[src/stop_params.svh]
/*
  Offsets, field positions, reset values and timing counts of the stop-mode
  entry and release sequencer.
  Assumes an 8-bit register port with a 4-bit word address.
*/
`ifndef STOP_PARAMS_SVH
`define STOP_PARAMS_SVH

// ----------------------------------------------------------------
// Register offsets
// ----------------------------------------------------------------
`define OFS_SYS_CTRL_ONE   4'h0
`define OFS_VD_CTRL_TWO    4'h1
`define OFS_WU_CLK_CTRL    4'h2
`define OFS_WU_COUNT       4'h3
`define OFS_KEY_ENABLE     4'h4
`define OFS_KEY_LEVEL      4'h5
`define OFS_STATUS         4'h6

// ----------------------------------------------------------------
// Field positions
// ----------------------------------------------------------------
`define BIT_STOP_REQ       7
`define BIT_REL_MODE       6
`define BIT_PORT_HOLD      4
`define LSB_REL_SRC        0
`define LSB_VD_ACTION      2
`define LSB_VD_ENABLE      4
`define BIT_WU_SRC_SEL     0

// ----------------------------------------------------------------
// Reset values
// ----------------------------------------------------------------
`define RST_SYS_CTRL_ONE   8'h00
`define RST_VD_CTRL_TWO    8'h00
`define RST_WU_CLK_CTRL    8'h00
`define RST_WU_COUNT       8'h10
`define RST_KEY_ENABLE     8'h00
`define RST_KEY_LEVEL      8'h00

// ----------------------------------------------------------------
// Source select codes
// ----------------------------------------------------------------
`define SRC_PIN_ONLY       2'h0
`define SRC_VD_ONLY        2'h1
`define SRC_PIN_AND_VD     2'h2

// ----------------------------------------------------------------
// Timing counts and program counter step
// ----------------------------------------------------------------
`define MACHINE_CYCLE_CLKS 4
`define WU_STEP_SHIFT      4
`define PC_STEP            16'h0002

`endif

[src/stop_pkg.sv]
/*
  Types of the stop-mode entry and release sequencer.
  Assumes nothing beyond a SystemVerilog compiler.
*/
package stop_pkg;

  // ----------------------------------------------------------------
  // Sequencer states and run modes
  // ----------------------------------------------------------------
  typedef enum logic [1:0] {
    ST_RUN   = 2'b00,
    ST_STOP  = 2'b01,
    ST_WARM  = 2'b10,
    ST_RESET = 2'b11
  } op_state_t;

  typedef enum logic [1:0] {
    MODE_SINGLE = 2'b00,
    MODE_DUAL   = 2'b01,
    MODE_SLOW   = 2'b10,
    MODE_SPARE  = 2'b11
  } run_mode_t;

  // ----------------------------------------------------------------
  // Oscillator and warm-up clock control
  // ----------------------------------------------------------------
  typedef struct packed {
    logic hf_en;
    logic lf_en;
    logic wu_src_hf;
  } clk_ctrl_t;

endpackage : stop_pkg

[src/sync_two_flop.sv]
/*
  Two flip-flop synchroniser for a bundle of independent levels.
  Assumes each bit changes slowly against the clock; no word coherence.
*/
module sync_two_flop #(
  parameter int WIDTH = 1
) (
  input  wire logic             mclk_in,
  input  wire logic             srst_in,
  input  wire logic [WIDTH-1:0] async_in,
  output logic      [WIDTH-1:0] sync_out
);

  logic [WIDTH-1:0] meta_r;

  generate
    if (WIDTH < 1) begin : g_chk
      $error("sync_two_flop: WIDTH must be at least 1");
    end
  endgenerate

  // ----------------------------------------------------------------
  // Two stages
  // ----------------------------------------------------------------
  always_ff @(posedge mclk_in) begin
    if (srst_in) begin
      meta_r   <= '0;
      sync_out <= '0;
    end else begin
      meta_r   <= async_in;
      sync_out <= meta_r;
    end
  end

endmodule // sync_two_flop

[src/stop_sequencer.sv]
/*
  Stop-mode entry and release sequencer with its control registers.
  Assumes a same-clock register master, asynchronous pins and detectors.
*/
// The register addresses and the plain strobed port were left to the implementer.
// Summary of operation
// - Writing stop bit one enters stop.
// - Stop halts both oscillators and operation.
// - Core state kept; port latch per hold.
// - Entry clears prescaler and divider.
// - Held PC is request address plus two.
// - Resets end stop; warm-up, then single-clock.
// - Pin release only for source 00/10.
// - Level mode releases while pin high.
// - Level mode request with pin high refused.
// - Pin falling during warm-up does nothing.
// - Edge mode releases on pin rise.
// - Edge mode enters even with pin high.
// - Pin rise in first machine cycle ignored.
// - Warm-up clock follows pre-stop main clock.
// - Key at chosen level ends stop.
// - Key returning during warm-up does nothing.
// - Voltage release only for source 01/10.
// - Reset action: drop resets, recovery warms up.
// - Interrupt action: reaching level ends stop.
// - Level reached in first cycle ignored.
// - Warm-up halts core; resume with cleared divider.
// - Non-reset release restores prior mode.
`include "stop_params.svh"

module stop_sequencer
  import stop_pkg::*;
#(
  parameter int KEYS      = 4,
  parameter int PC_W      = 16,
  parameter int BLIND_CLK = `MACHINE_CYCLE_CLKS,
  parameter int WU_SHIFT  = `WU_STEP_SHIFT
) (
  input  wire logic            mclk_in,
  input  wire logic            srst_in,
  input  wire logic [3:0]      reg_addr_in,
  input  wire logic [7:0]      reg_wdata_in,
  input  wire logic            reg_wr_in,
  input  wire logic            reg_rd_in,
  output logic      [7:0]      reg_rdata_out,
  input  wire logic            release_pin_in,
  input  wire logic [KEYS-1:0] key_in,
  input  wire logic [1:0]      vd_above_in,
  input  wire logic            reset_pin_n_in,
  input  wire run_mode_t       cur_mode_in,
  input  wire logic [PC_W-1:0] instr_pc_in,
  output clk_ctrl_t            clk_ctrl_out,
  output logic                 core_halt_out,
  output logic                 tg_clear_out,
  output logic                 port_drive_out,
  output logic                 sys_reset_out,
  output run_mode_t            mode_out,
  output logic                 mode_load_out,
  output logic      [PC_W-1:0] held_pc_out
);

  localparam int WU_W = 8 + WU_SHIFT;
  localparam int SYNC_W = KEYS + 4;

  generate
    if (KEYS < 1 || KEYS > 8) begin : g_chk_keys
      $error("stop_sequencer: KEYS must be 1 to 8");
    end
    if (BLIND_CLK < 1 || BLIND_CLK > 15) begin : g_chk_blind
      $error("stop_sequencer: BLIND_CLK must be 1 to 15");
    end
    if (WU_SHIFT < 0 || WU_SHIFT > 4) begin : g_chk_wu
      $error("stop_sequencer: WU_SHIFT must be 0 to 4");
    end
    if (PC_W < 2 || PC_W > 16) begin : g_chk_pc
      $error("stop_sequencer: PC_W must be 2 to 16");
    end
  endgenerate

  // ----------------------------------------------------------------
  // Declarations
  // ----------------------------------------------------------------
  op_state_t        state_r;
  op_state_t        state_nxt;
  logic [7:0]       sys1_r;
  logic [7:0]       vdc2_r;
  logic [7:0]       wuc_r;
  logic [7:0]       wucnt_r;
  logic [KEYS-1:0]  key_en_r;
  logic [KEYS-1:0]  key_lvl_r;
  logic [SYNC_W-1:0] sync_w;
  logic             pin_s;
  logic             rst_n_s;
  logic [1:0]       vd_s;
  logic [KEYS-1:0]  key_s;
  logic             pin_d_r;
  logic [1:0]       vd_d_r;
  logic [3:0]       blind_r;
  logic [WU_W-1:0]  wu_cnt_r;
  logic             after_rst_r;
  logic             wu_hf_r;
  logic             wr_sys1;
  logic             stop_req;
  logic             lvl_block;
  logic [1:0]       src;
  logic             pin_ok;
  logic             vd_ok;
  logic             rel_level;
  logic             vd_rst;
  logic             any_rst;
  logic             pin_wake;
  logic             vd_wake;
  logic             key_wake;
  logic             wake;
  logic             entering;
  logic             resuming;

  // ----------------------------------------------------------------
  // Input synchronisers
  // ----------------------------------------------------------------
  sync_two_flop #(
    .WIDTH (SYNC_W)
  ) u_sync (
    .mclk_in  (mclk_in),
    .srst_in  (srst_in),
    .async_in ({reset_pin_n_in, vd_above_in, key_in, release_pin_in}),
    .sync_out (sync_w)
  );

  assign pin_s   = sync_w[0];
  assign key_s   = sync_w[KEYS:1];
  assign vd_s    = sync_w[KEYS+2:KEYS+1];
  assign rst_n_s = sync_w[KEYS+3];

  always_ff @(posedge mclk_in) begin
    if (srst_in) begin
      pin_d_r <= 1'b0;
      vd_d_r  <= 2'h0;
    end else begin
      pin_d_r <= pin_s;
      vd_d_r  <= vd_s;
    end
  end

  // ----------------------------------------------------------------
  // Release conditions
  // ----------------------------------------------------------------
  assign src     = vdc2_r[`LSB_REL_SRC +: 2];
  assign rel_level = sys1_r[`BIT_REL_MODE];
  assign pin_ok  = (src == `SRC_PIN_ONLY) || (src == `SRC_PIN_AND_VD);
  assign vd_ok   = (src == `SRC_VD_ONLY) || (src == `SRC_PIN_AND_VD);
  assign wr_sys1 = reg_wr_in && (reg_addr_in == `OFS_SYS_CTRL_ONE);
  assign stop_req = wr_sys1 && reg_wdata_in[`BIT_STOP_REQ]
                    && (state_r == ST_RUN);
  // Level mode with pin release selected and the pin already high refuses entry
  assign lvl_block = reg_wdata_in[`BIT_REL_MODE] && pin_ok
                     && pin_s;
  assign vd_rst  = |(vdc2_r[`LSB_VD_ENABLE +: 2]
                     & vdc2_r[`LSB_VD_ACTION +: 2] & ~vd_s);
  assign any_rst = vd_rst || !rst_n_s;
  assign pin_wake = pin_ok && (rel_level ? pin_s
                   : (pin_s && !pin_d_r && blind_r == 4'h0));
  assign vd_wake = vd_ok && (blind_r == 4'h0)
                   && |(vdc2_r[`LSB_VD_ENABLE +: 2]
                   & ~vdc2_r[`LSB_VD_ACTION +: 2]
                   & vd_s & ~vd_d_r);
  assign key_wake = |(key_en_r & ~(key_s ^ key_lvl_r));
  assign wake     = pin_wake || vd_wake || key_wake;
  assign entering = stop_req && !lvl_block;
  assign resuming = (state_r == ST_WARM) && (wu_cnt_r == '0);

  // ----------------------------------------------------------------
  // Sequencer state
  // ----------------------------------------------------------------
  always_comb begin
    state_nxt = state_r;
    if (any_rst) begin
      state_nxt = ST_RESET;
    end else begin
      unique case (state_r)
        ST_RUN: begin
          if (entering) begin
            state_nxt = ST_STOP;
          end
        end
        ST_STOP: begin
          if (wake) begin
            state_nxt = ST_WARM;
          end
        end
        ST_WARM: begin
          // Pin and key levels are not watched here
          if (resuming) begin
            state_nxt = ST_RUN;
          end
        end
        ST_RESET: begin
          state_nxt = ST_WARM;
        end
      endcase
    end
  end

  always_ff @(posedge mclk_in) begin
    if (srst_in) begin
      state_r <= ST_RUN;
    end else begin
      state_r <= state_nxt;
    end
  end

  // ----------------------------------------------------------------
  // Entry window and warm-up counting
  // ----------------------------------------------------------------
  always_ff @(posedge mclk_in) begin
    if (srst_in) begin
      blind_r <= 4'h0;
    end else if (entering) begin
      blind_r <= 4'(BLIND_CLK);
    end else if (blind_r != 4'h0) begin
      blind_r <= blind_r - 4'h1;
    end
  end

  always_ff @(posedge mclk_in) begin
    if (srst_in) begin
      wu_cnt_r <= '0;
    end else if (state_nxt == ST_WARM && state_r != ST_WARM) begin
      wu_cnt_r <= WU_W'({wucnt_r, 4'hF} >> (4 - WU_SHIFT));
    end else if (state_r == ST_WARM && wu_cnt_r != '0) begin
      wu_cnt_r <= wu_cnt_r - 1'b1;
    end
  end

  always_ff @(posedge mclk_in) begin
    if (srst_in) begin
      after_rst_r <= 1'b1;
    end else if (state_r == ST_RESET) begin
      after_rst_r <= 1'b1;
    end else if (entering) begin
      after_rst_r <= 1'b0;
    end
  end

  // ----------------------------------------------------------------
  // Captured context
  // ----------------------------------------------------------------
  always_ff @(posedge mclk_in) begin
    if (srst_in) begin
      mode_out    <= MODE_SINGLE;
      wu_hf_r     <= 1'b1;
      held_pc_out <= '0;
    end else if (state_r == ST_RESET) begin
      mode_out <= MODE_SINGLE;
      wu_hf_r  <= 1'b1;
    end else if (entering) begin
      mode_out    <= cur_mode_in;
      wu_hf_r     <= (cur_mode_in != MODE_SLOW);
      held_pc_out <= PC_W'(instr_pc_in + `PC_STEP);
    end
  end

  // ----------------------------------------------------------------
  // Control outputs
  // ----------------------------------------------------------------
  always_ff @(posedge mclk_in) begin
    if (srst_in) begin
      clk_ctrl_out   <= '{hf_en: 1'b1, lf_en: 1'b0, wu_src_hf: 1'b1};
      core_halt_out  <= 1'b0;
      tg_clear_out   <= 1'b0;
      port_drive_out <= 1'b1;
      sys_reset_out  <= 1'b0;
      mode_load_out  <= 1'b0;
    end else begin
      unique case (state_nxt)
        ST_RUN: begin
          clk_ctrl_out.hf_en <= (cur_mode_in != MODE_SLOW);
          clk_ctrl_out.lf_en <= (cur_mode_in != MODE_SINGLE);
        end
        ST_STOP: begin
          clk_ctrl_out.hf_en <= 1'b0;
          clk_ctrl_out.lf_en <= 1'b0;
        end
        ST_WARM, ST_RESET: begin
          clk_ctrl_out.hf_en <= (mode_out != MODE_SLOW);
          clk_ctrl_out.lf_en <= (mode_out != MODE_SINGLE);
        end
      endcase
      clk_ctrl_out.wu_src_hf <= wu_hf_r;
      core_halt_out  <= (state_nxt != ST_RUN);
      tg_clear_out   <= (state_nxt != ST_RUN);
      port_drive_out <= (state_nxt != ST_STOP && state_nxt != ST_WARM)
                        || sys1_r[`BIT_PORT_HOLD];
      sys_reset_out  <= (state_nxt == ST_RESET);
      mode_load_out  <= resuming && !any_rst;
    end
  end

  // ----------------------------------------------------------------
  // Register writes
  // ----------------------------------------------------------------
  always_ff @(posedge mclk_in) begin
    if (srst_in) begin
      sys1_r <= `RST_SYS_CTRL_ONE;
    end else begin
      if (wr_sys1) begin
        sys1_r <= reg_wdata_in;
        sys1_r[`BIT_STOP_REQ] <= entering;
      end
      if (state_nxt == ST_RUN) begin
        sys1_r[`BIT_STOP_REQ] <= 1'b0;
      end
    end
  end

  always_ff @(posedge mclk_in) begin
    if (srst_in) begin
      vdc2_r    <= `RST_VD_CTRL_TWO;
      wuc_r     <= `RST_WU_CLK_CTRL;
      wucnt_r   <= `RST_WU_COUNT;
      key_en_r  <= KEYS'(`RST_KEY_ENABLE);
      key_lvl_r <= KEYS'(`RST_KEY_LEVEL);
    end else if (reg_wr_in) begin
      unique case (reg_addr_in)
        `OFS_VD_CTRL_TWO: vdc2_r    <= {2'h0, reg_wdata_in[5:0]};
        `OFS_WU_CLK_CTRL: wuc_r     <= {7'h00, reg_wdata_in[0]};
        `OFS_WU_COUNT:    wucnt_r   <= reg_wdata_in;
        `OFS_KEY_ENABLE:  key_en_r  <= reg_wdata_in[KEYS-1:0];
        `OFS_KEY_LEVEL:   key_lvl_r <= reg_wdata_in[KEYS-1:0];
        default: begin
        end
      endcase
    end
  end

  // ----------------------------------------------------------------
  // Register reads
  // ----------------------------------------------------------------
  always_ff @(posedge mclk_in) begin
    if (srst_in) begin
      reg_rdata_out <= 8'h00;
    end else if (reg_rd_in) begin
      unique case (reg_addr_in)
        `OFS_SYS_CTRL_ONE: reg_rdata_out <= sys1_r;
        `OFS_VD_CTRL_TWO:  reg_rdata_out <= vdc2_r;
        `OFS_WU_CLK_CTRL:  reg_rdata_out <= wuc_r;
        `OFS_WU_COUNT:     reg_rdata_out <= wucnt_r;
        `OFS_KEY_ENABLE:   reg_rdata_out <= 8'(key_en_r);
        `OFS_KEY_LEVEL:    reg_rdata_out <= 8'(key_lvl_r);
        `OFS_STATUS: reg_rdata_out <= {state_r, mode_out,
                                       after_rst_r, wu_hf_r, pin_s, 1'b0};
        default:           reg_rdata_out <= 8'h00;
      endcase
    end else begin
      reg_rdata_out <= 8'h00;
    end
  end
endmodule // stop_sequencer

[config.mk]
export PLATFORM = sky130hd
export DESIGN_NAME = stop_sequencer
export DESIGN_NICKNAME = d
export VERILOG_FILES = /design/src/stop_pkg.sv /design/src/sync_two_flop.sv /design/src/stop_sequencer.sv
export VERILOG_INCLUDE_DIRS = /design/src
export SDC_FILE = /design/constraint.sdc
export NUM_CORES = 1
export LEC_CHECK = 0
export ABC_AREA = 1
export BUFFER_PORTS_ARGS = -buffer_cell sky130_fd_sc_hd__clkbuf_2
export CORE_MARGIN = 2
export CORE_UTILIZATION = 56
export CTS_BUF_LIST = sky130_fd_sc_hd__clkbuf_16
export CTS_CLUSTER_DIAMETER = 200
export DETAILED_ROUTE_END_ITERATION = 8
export PLACE_DENSITY = 0.84
export SLEW_MARGIN = 20
export SYNTH_ARGS = -nofsm -noshare
export SYNTH_HDL_FRONTEND = slang
export SYNTH_HIERARCHICAL = 1
export SYNTH_SLANG_ARGS = --single-unit
[constraint.sdc]
create_clock -name mclk_in -period 2.03 [get_ports mclk_in]
set_input_delay 0 -clock mclk_in [delete_from_list [all_inputs] [get_ports mclk_in]]
set_output_delay 0 -clock mclk_in [all_outputs]
set_load 0.02 [all_outputs]
* Yosys cells after proc, flatten, opt, wreduce, memory -nomap -nowiden *
Index checks and enable logic that the tools add are counted.

storage, ports and cells
  register bits after elaboration = 103
  bits of input ports = 42

cells by class
  equal/unequal tests = 19
  reduce and logical (&&, ||, !) cells = 53
  multiplexer cells = 12
  $add $sub $neg = 3
  bitwise logic cells = 13

operators with widths
  cell                                                 number
  case mux 8 bit (7 select lines)                      1
  2-to-1 mux 12 bit                                    2
  adder 16 x 2 -> 16 bit (second input constant)       1
  logical AND 1 bit                                    16
  OR reduction 2 bit                                   7
  == test 4 x 3 -> 1 bit (second input constant)       3
  logical NOT 12 bit                                   1
  AND reduction 2 bit                                  6
  nonzero test 12 bit                                  1
  subtractor 12 x 1 -> 12 bit (second input constant)  1
  bitwise AND 2 bit                                    5
  == test 2 bit (second input constant)                5
  nonzero test 2 bit                                   5
  == test 4 x 2 -> 1 bit (second input constant)       2
  logical NOT 4 bit                                    2
  2-to-1 mux 2 bit                                     4
  inequality test 2 bit (second input constant)        4
  case mux 2 bit (4 select lines)                      1
  == test 2 x 1 -> 1 bit (second input constant)       3
  logical NOT 2 bit                                    3
  logical OR 1 bit                                     6
  2-to-1 mux 3 bit                                     2
  NOT 2 bit                                            3
  case mux 2 bit (3 select lines)                      1
  11 further kinds                                     15

* Logic depth before layout (Yosys ltp) *
Gate-level depths: netlist of run 1.

  word-level depth = 14
  mapped depth = 15
  mapped depth without buffers = 15

* Cells and area by module *
The synthesis of run 1 kept the hierarchy.

modules (own cells, without submodules)
  module          instances  cells an instance  area each (um2)  sequential area each (um2)
  stop_sequencer  1          569                4175.3           1741.7
  sync_two_flop   1          50                 474.2            320.3

* Worst setup path after synthesis of run 1 *
Ideal clock, no wire load.

  kind = register to register
  start = register blind_r[0]
  end = register clk_ctrl_out[2] (netlist bit)
  path slack = 0.250 ns
  arrival = 1.646 ns
  library setup time = 0.133 ns
  required time = 1.897 ns
  period minus slack after synthesis = 1.780 ns
  stages on the path, launching flop included = 16
  path through = dfxtp_1 -> inv_1 -> ha_1 -> nand2_2 -> nor2_1 -> nand2_1 -> nand2_1 -> inv_2 -> nand3_1 -> a21oi_2 -> inv_1 -> ha_1 -> inv_1 -> o21ai_1 -> nand2_1 -> nand3_1

on the way
  word-level cells in the longest chain between the ends = 12
  elaborated cells between the ends (all ways) = 17
  those cells by class = eq/ne (3); mux (5); reduce/logical (9)

RTL lines
  element                              RTL line                                      source
  start: declaration                   stop_sequencer.sv:98                          logic [3:0] blind_r;
  start signal: assignment             stop_sequencer.sv:219                         blind_r <= 4'(BLIND_CLK);
  start signal: assignment             stop_sequencer.sv:221                         blind_r <= blind_r - 4'h1;
  logical NOT 4 bit (*)                stop_sequencer.sv:162, stop_sequencer.sv:163
  logical AND 1 bit                    stop_sequencer.sv:162                         : (pin_s && !pin_d_r && blind_r == 4'h0));
  2-to-1 mux 1 bit                     stop_sequencer.sv:161                         assign pin_wake = pin_ok && (rel_level ? pin_s
  logical AND 1 bit                    stop_sequencer.sv:161
  logical OR 1 bit (*) (2 in a row)    stop_sequencer.sv:168                         assign wake = pin_wake || vd_wake || key_wake;
  2-to-1 mux 2 bit (*)                 stop_sequencer.sv:187                         if (wake) begin
  case mux 2 bit (4 select lines) (*)  stop_sequencer.sv:180                         unique case (state_r)
  2-to-1 mux 2 bit (*)                 stop_sequencer.sv:177                         if (any_rst) begin
  == test 2 bit                        stop_sequencer.sv:275                         unique case (state_nxt)
  OR reduction 2 bit                   stop_sequencer.sv:275
  case mux 2 bit (3 select lines) (*)  stop_sequencer.sv:275
  end signal: assignment               stop_sequencer.sv:268                         clk_ctrl_out <= '{hf_en: 1'b1, lf_en: 1'b0, wu_src_hf: 1'b1};
  end: declaration                     stop_sequencer.sv:52                          output clk_ctrl_t clk_ctrl_out,

Mark *: on every way between the ends. The rest lies on a longest branch, timed or not.
A chain may end at the register's enable or synchronous reset.

* Worst setup path in the final report of run 1 *
  start = register vdc2_r[1]
  end = register held_pc_out[9]

on the way
  word-level cells in the longest chain between the ends = 7
  elaborated cells between the ends (all ways) = 8
  those cells by class = eq/ne (1); reduce/logical (7)

RTL lines
  element                                                              RTL line               source
  start: declaration                                                   stop_sequencer.sv:86   logic [7:0] vdc2_r;
  start signal: assignment                                             stop_sequencer.sv:318  vdc2_r <= `RST_VD_CTRL_TWO;
  start signal: assignment                                             stop_sequencer.sv:325  `OFS_VD_CTRL_TWO: vdc2_r <= {2'h0, reg_wdata_in[5:0]};
  == test 2 bit (no line) / logical NOT 2 bit (equally long branches)  --
  logical OR 1 bit (*)                                                 stop_sequencer.sv:150  assign pin_ok = (src == `SRC_PIN_ONLY) || (src == `SRC_PIN_AND_VD);
  logical AND 1 bit (*) (2 in a row)                                   stop_sequencer.sv:156  assign lvl_block = reg_wdata_in[`BIT_REL_MODE] && pin_ok
  logical NOT 1 bit (*)                                                stop_sequencer.sv:169  assign entering = stop_req && !lvl_block;
  logical AND 1 bit (*)                                                stop_sequencer.sv:169
  AND reduction 2 bit (no line) (*)                                    --
  end signal: assignment                                               stop_sequencer.sv:259  held_pc_out <= PC_W'(instr_pc_in + `PC_STEP);
  end: declaration                                                     stop_sequencer.sv:59   output logic [PC_W-1:0] held_pc_out

Marked as above.

==> run metrics, run 1 <==
status finished, final reports clean; Final Hold Fails 0; Syn Inst Count ~620; ys async rst share 0; part of the Yosys area used for sequential elements 0.4435; post-route ant nets 0; Die Wd about 95 um; Yosys reg bits around 100; post-synthesis net count 669; Hold Path Class in2reg; Longest Clk Path Bufs 2; delay-heaviest family, CP compound AO/OA/AOI/OAI gates; Yosys warnings 6; Final nets 768; crit path kind reg2reg; CP required 2.26 ns; clk_lat worst skew between 0.3 and 0.4 ns; initial antenna violation count 0; core area approximately 8100 sq um; Congestion Overflow GR 0; Post-DP HPWL 7.947 mm; CTS tree yes; die area between 9000 and 10000 sq um; number of diodes 0; FP Rows 33; total track usage 0.2674; Initial Utilization 0.5716; worst rel slew slack 0.7056; global-route wire length before repair between 15 and 20 mm; kind of end point of the critical path flip-flop; endpoints failing setup 0; Max Cap Viol 0; Tightest Pin Transition around 0.44 ns; H-Tree Depth 3; Synth area leaders dfxtp_1 (44%), nand2_1 (7.7%), inv_1 (7.3%), nand3_1 (5.7%), nor2_1 (5.4%); Worst EP arrival roughly 2.1 ns; drt drc 0; static leakage about 0.0025 uW; largest fanout on the critical path 20; Ports 76; Yosys top cell area share 0.4435; area growth from synthesis to layout 21.56%; vias in the first global route approximately 4.1k; initial drt markers around 280; CP cell instances inv_1, ha_1, nor2_1, nor2_1, a21o_2, nor2_4, buf_4, inv_2, a32o_1; dominant synthesized flop cell dfxtp_1; DR vias/cell about 5.3; drt wl/cell about 14 um; slowest CP cell dfxtp_2; Port Buffers 75; PD cells 1006 nW/um^2; DRT Wirelength around 11 mm; Fmax 531.9 MHz; Clock Skews 0.005494 ns; WP buf/inv 3; vias about 4.4k; Syn Area/Cell between 7 and 8 sq um; worst vdd ir around 0.56 mV; Netlist cell types 43; Final Slew Violations 0; Num Clock Sinks ~100; CP max stage delay between 0.3 and 0.4 ns; setup TNS 0 ns; Tcrit/Tclk final 0.9261; RePlAce Congestion ~1; Worst setup SP type flip-flop; cell mode on critical path nor2_1; number of buffers created by CTS 9; layout cells sized above 1 0.1923; area of the mapped netlist around 4600 sq um; Reg clk slew, reported paths about 0.07 ns; unrepaired setup endpoints after global routing false; leading area contributor after synthesis dfxtp_1; drt first pass iters 5; worst hold slack 0.01296 ns; number of synthesized flops with an enable pin 0; root buffer selected by CTS clkbuf_16; pin count of the biggest net entering global routing 31; Die Ht about 95 um; Final min period ~1.9 ns
## synthesized netlist by cell type, types with 2 or more instances
cell type  number
a32o_1          2
nor2_4          5
buf_2           5
nor3_1          7
a31oi_1         3
nor3_2          3
buf_6           4
nor2_2          4
a221oi_1        2
dfxtp_1       103
ha_1            8
nand3b_1        2
nor2_1         67
a21oi_2         2
o221ai_1        2
a21oi_1        48
inv_2           6
clkbuf_1        7
o21ai_1         4
inv_1          90
buf_1           2
xor2_1         10
o22ai_1        13
xnor2_1         7
nand3_1        53
o21ai_0        49
nand2_1        95
## routing by layer
layer  vias to the layer above  wire, um  global-route usage
met5                         -         0                   0
met4                         0       299              0.1147
met3                        28       720             0.04901
met2                       164      5479              0.4501
met1                      1996      4943              0.3350
li1                       2201         -                   -
## path summary, 6_finish.rpt
path         slack (ns)                            end  cells past startpoint                        start
max                0.15    held_pc_out[9]$_SDFFE_PP0P_                      9       vdc2_r[1]$_SDFFE_PP0P_
min                0.01   held_pc_out[13]$_SDFFE_PP0P_                      4              instr_pc_in[13]
max reg2reg        0.15    held_pc_out[9]$_SDFFE_PP0P_                      9       vdc2_r[1]$_SDFFE_PP0P_
min reg2reg        0.41  u_sync/sync_out[7]$_SDFF_PP0_                      2  u_sync/meta_r[7]$_SDFF_PP0_
## flip-flops by register name, indices dropped and copies added (netlist names), 3 cells and up
| register | cells |
|---|---|
| blind_r | 4 |
| clk_ctrl_out | 3 |
| held_pc_out | 16 |
| key_en_r | 4 |
| key_lvl_r | 4 |
| reg_rdata_out | 8 |
| sys1_r | 8 |
| u_sync/meta_r | 8 |
| u_sync/sync_out | 8 |
| vdc2_r | 6 |
| wu_cnt_r | 12 |
| wucnt_r | 8 |
## worst min-delay path: cells and delay by family
kind,cells,cell delay (ns)
AO/OA/AOI/OAI,1,0.07
XOR/XNOR,1,0.11
buffers and inverters,2,0.15
## cell families after synthesis
family                   share of synthesized area
XOR/XNOR                                   0.03202
adder cells (fa/ha/maj)                    0.02153
flip-flops                                  0.4435
AND/OR/NAND/NOR                             0.2400
buffers and inverters                       0.1066
AO/OA/AOI/OAI                               0.1564
## where the power goes
part / internal, uW / switching [uW] / total, uW
clock network: 848 / 781 / 1630
logic: 672 / 1040 / 1720
registers: 2200 / 143 / 2340
total: 3720 / 1970 / 5690
## through the flow
stage	util	cell area [sq um]	power, uW	setup slack (ns)	std cells
finish	0.6948	5652	5686	0.1500	828
global route	0.6948	5652	6062	0.003469	828
CTS	0.6899	5612	5642	0.01687	826
detailed placement	0.6273	5102	3962	0.02360	787
global placement	0.6273	5102	3894	0.1676	787
floorplan	-	4649	3627	0.2504	619
## cell usage in the layout (no fill, tap or decap), types with 6 or more instances in the layout
| cell type | Yosys | final |
|---|---|---|
| inv_1 | 90 | 88 |
| dfxtp_1 | 103 | 101 |
| a21oi_1 | 48 | 47 |
| nand3_1 | 53 | 52 |
| buf_4 | 1 | 9 |
| o21ai_0 | 49 | 49 |
| xnor2_1 | 7 | 7 |
| clkbuf_2 | 0 | 75 |
| clkbuf_16 | 0 | 9 |
| nor2_1 | 67 | 66 |
| nor3_1 | 7 | 7 |
| xor2_1 | 10 | 10 |
| dlygate4sd3_1 | 0 | 23 |
| o22ai_1 | 13 | 13 |
| inv_2 | 6 | 8 |
| ha_1 | 8 | 6 |
| nand2_1 | 95 | 94 |
## repair_timing
item | CTS | global route
buffers inserted | 0 | 2
resized for setup | 0 | 11
endpoints found under the setup margin | 0 | 12
hold endpoints to repair | 23 | 0
hold buffers | 23 | 0
## final cells by class
type                            count  area (sq um)
Inverter                           97         369.1
Multi-Input combinational cell    399          2115
Tap cell                          105         131.4
Timing Repair Buffer              108         693.2
Fill cell                         619          2482
Clock inverter                      7         53.80
Clock buffer                        9         225.2
Sequential cell                   103          2064
No activity file was read; power rests on OpenSTA's default activity.
==> run 2: changes to the inputs <==
Settings changed: ABC_AREA 1 to 0, TNS_END_PERCENT set to 30.
==> run 2 against run 1 <==
The run now ends with setup timing left; wire length grew 16%; setup slack lost 0.46 ns; clock skew up 0.0012 ns; synthesized cell count fell by 16%; clock-buffer cell count stayed put; area after synthesis increased by 0.75%; non-clock buffer count grew 52; register-to-register slack worse by 0.46 ns.
==> run metrics, run 2 <==
status complete, but fails checks; failing checks setup timing; die area approximately 9000 sq um; Post-DP HPWL 8.637 mm; largest reg by FF count held_pc_out; H-Tree Depth 3; clk_lat worst skew roughly 0.35 ns; total track usage 0.2800; vias between 4k and 5k; Critical path origin blind_r[0]$_SDFFE_PP0P_; Tightest Pin Transition around 0.75 ns; Ports between 70 and 80; Reg clk slew, reported paths 0.07 ns; drt first pass iters 6; initial drt markers between 300 and 400; dominant synthesized flop cell dfxtp_1; leading area contributor after synthesis dfxtp_1; Final min period about 2.3 ns; Hold Path Class in2reg; Netlist cell types just over 60; CP required about 2.3 ns; global-route wire length before repair 19.64 mm; PD cells just under 1000 nW/um^2; Congestion Overflow GR 0; crit path kind reg2reg; Syn Area/Cell between 9 and 10 sq um; commonest non-fill, non-tap cell in the layout dfxtp_1; pin count of the biggest net entering global routing 45; static leakage 0.002582 uW; RePlAce Congestion roughly 0.92; Yosys top cell area share 0.4402; post-route ant nets 0; number of diodes 0; placed cell areas 5463 sq um; Initial Utilization 0.5730; number of synthesized flops with an enable pin 0; core area just over 8000 sq um; Post-synth top cells dfxtp_1 (103), nor2_1 (55), nand2_1 (39); FP Rows 33; setup TNS -0.9454 ns; Longest Clk Path Bufs 2; Port Buffers 75; post-route setup slack -0.3118 ns; Yosys reg bits a little over 100; RR Startpoint blind_r[0]$_SDFFE_PP0P_; Final Hold Fails 0; CTS tree yes; number of flip-flops in the largest register 16; top-count cell post-synth dfxtp_1; design area about 6300 sq um; root buffer selected by CTS clkbuf_16; vias in the first global route between 4k and 5k; Clock Skews approximately 0.0067 ns; Fmax roughly 430 MHz; DR vias/cell 5.895; Worst EP arrival roughly 2.6 ns; Num Clock Sinks 103; Syn Inst Count between 500 and 600; Die Wd between 90 and 100 um; commonest non-fill, non-tap cells in the layout dfxtp_1 (98), clkbuf_2 (75), nor2_1 (54); biggest regs held_pc_out: 16 flops, wu_cnt_r: 12 flops; area of the mapped netlist 4684 sq um; unrepaired setup endpoints after global routing true; largest fanout on the critical path 5; Final Slew Violations 0; Layout Utilization 0.7697; Die Ht 95.46 um; Worst Min Path Start instr_pc_in[10]; Tcrit/Tclk final 1.154; worst rel slew slack 0.5014; ys async rst share 0; drt drc 0; kind of end point of the critical path flip-flop; endpoints failing setup 8; area growth from synthesis to layout 34.32%; layout cells sized above 1 0.3107; Final nets 709; drt wl/cell approximately 17 um; number of buffers created by CTS 9; Yosys warnings 6; post-synthesis net count about 570; part of the Yosys area used for sequential elements 0.4402; Synth area leaders dfxtp_1 (44%), mux2i_1 (7.1%), nor2_1 (4.4%), a21oi_1 (3.8%), nand2_1 (3.1%); Max Cap Viol 0; Worst setup SP type flip-flop; initial antenna violation count 0; DRT Wirelength ~13 mm; DP Worst Slack -0.2689 ns; worst vdd ir roughly 0.66 mV
[run 2: cell type report]
cell class / instances / area, sq um
inverter: 14 / 55.05
clock inverter: 6 / 45.04
sequential: 103 / 2068
multi-input combinational: 371 / 2592
fill: 512 / 1883
tap: 105 / 131.4
clock buffer: 9 / 225.2
timing repair buffer: 160 / 1175
[run 2: report_power, final]
group / switching, uW / internal, uW / total [uW]
registers: 137 / 2200 / 2340
clock network: 772 / 836 / 1610
logic: 1100 / 1030 / 2130
total: 2010 / 4070 / 6080
[run 2: cell families after synthesis]
family,Yosys count,share of synthesized area
simple gates,202,0.2292
buf+inv,43,0.03899
flops,103,0.4402
compound gates,100,0.1453
mux,37,0.08013
xor+xnor,24,0.04487
fa+ha+maj,8,0.02137
[run 2: critical path, stage by stage, from the launching register on]
cell and delay (ns):
dfxtp_2 0.32, inv_2 0.07, ha_4 0.13, or3b_4 0.39, nor3b_4 0.29, nor2_2 0.09
a311oi_4 0.28, buf_4 0.18, ha_4 0.14, a21oi_1 0.08, o21a_1 0.14, a31oi_1 0.15
[run 2: metrics by stage]
step                      hold WS, ns  total power [uW]  cells
after floorplan               0.09561              3655    517
after global placement         0.2085              4210    714
after detailed placement       0.2135              4271    714
after CTS                    0.007345              5977    758
after global routing          0.01954              6371    768
final                         0.01314              6077    768
[run 2: metal layers]
layer | routed length [um] | track usage | up-vias
met5 | 0 | 0 | -
met4 | 431 | 0.1167 | 0
met3 | 1039 | 0.06245 | 38
met2 | 6684 | 0.4941 | 224
met1 | 5173 | 0.3266 | 2133
li1 | - | - | 2132
[run 2: repair_timing]
action,in CTS,in global routing
endpoints found under the setup margin,27,34
hold endpoints to repair,33,0
pin swaps,13,8
resized for setup,20,20
buffers inserted,5,9
gates cloned,0,2
hold buffers,25,0
[run 2: final timing paths]
| check | cells after the start | to | slack [ns] |
|---|---|---|---|
| max | 11 | clk_ctrl_out[2]$_SDFF_PP1_ | -0.31 |
| max reg2reg | 11 | clk_ctrl_out[2]$_SDFF_PP1_ | -0.31 |
| min reg2reg | 1 | u_sync/sync_out[4]$_SDFF_PP0_ | 0.44 |
| min | 3 | held_pc_out[10]$_SDFFE_PP0P_ | 0.01 |
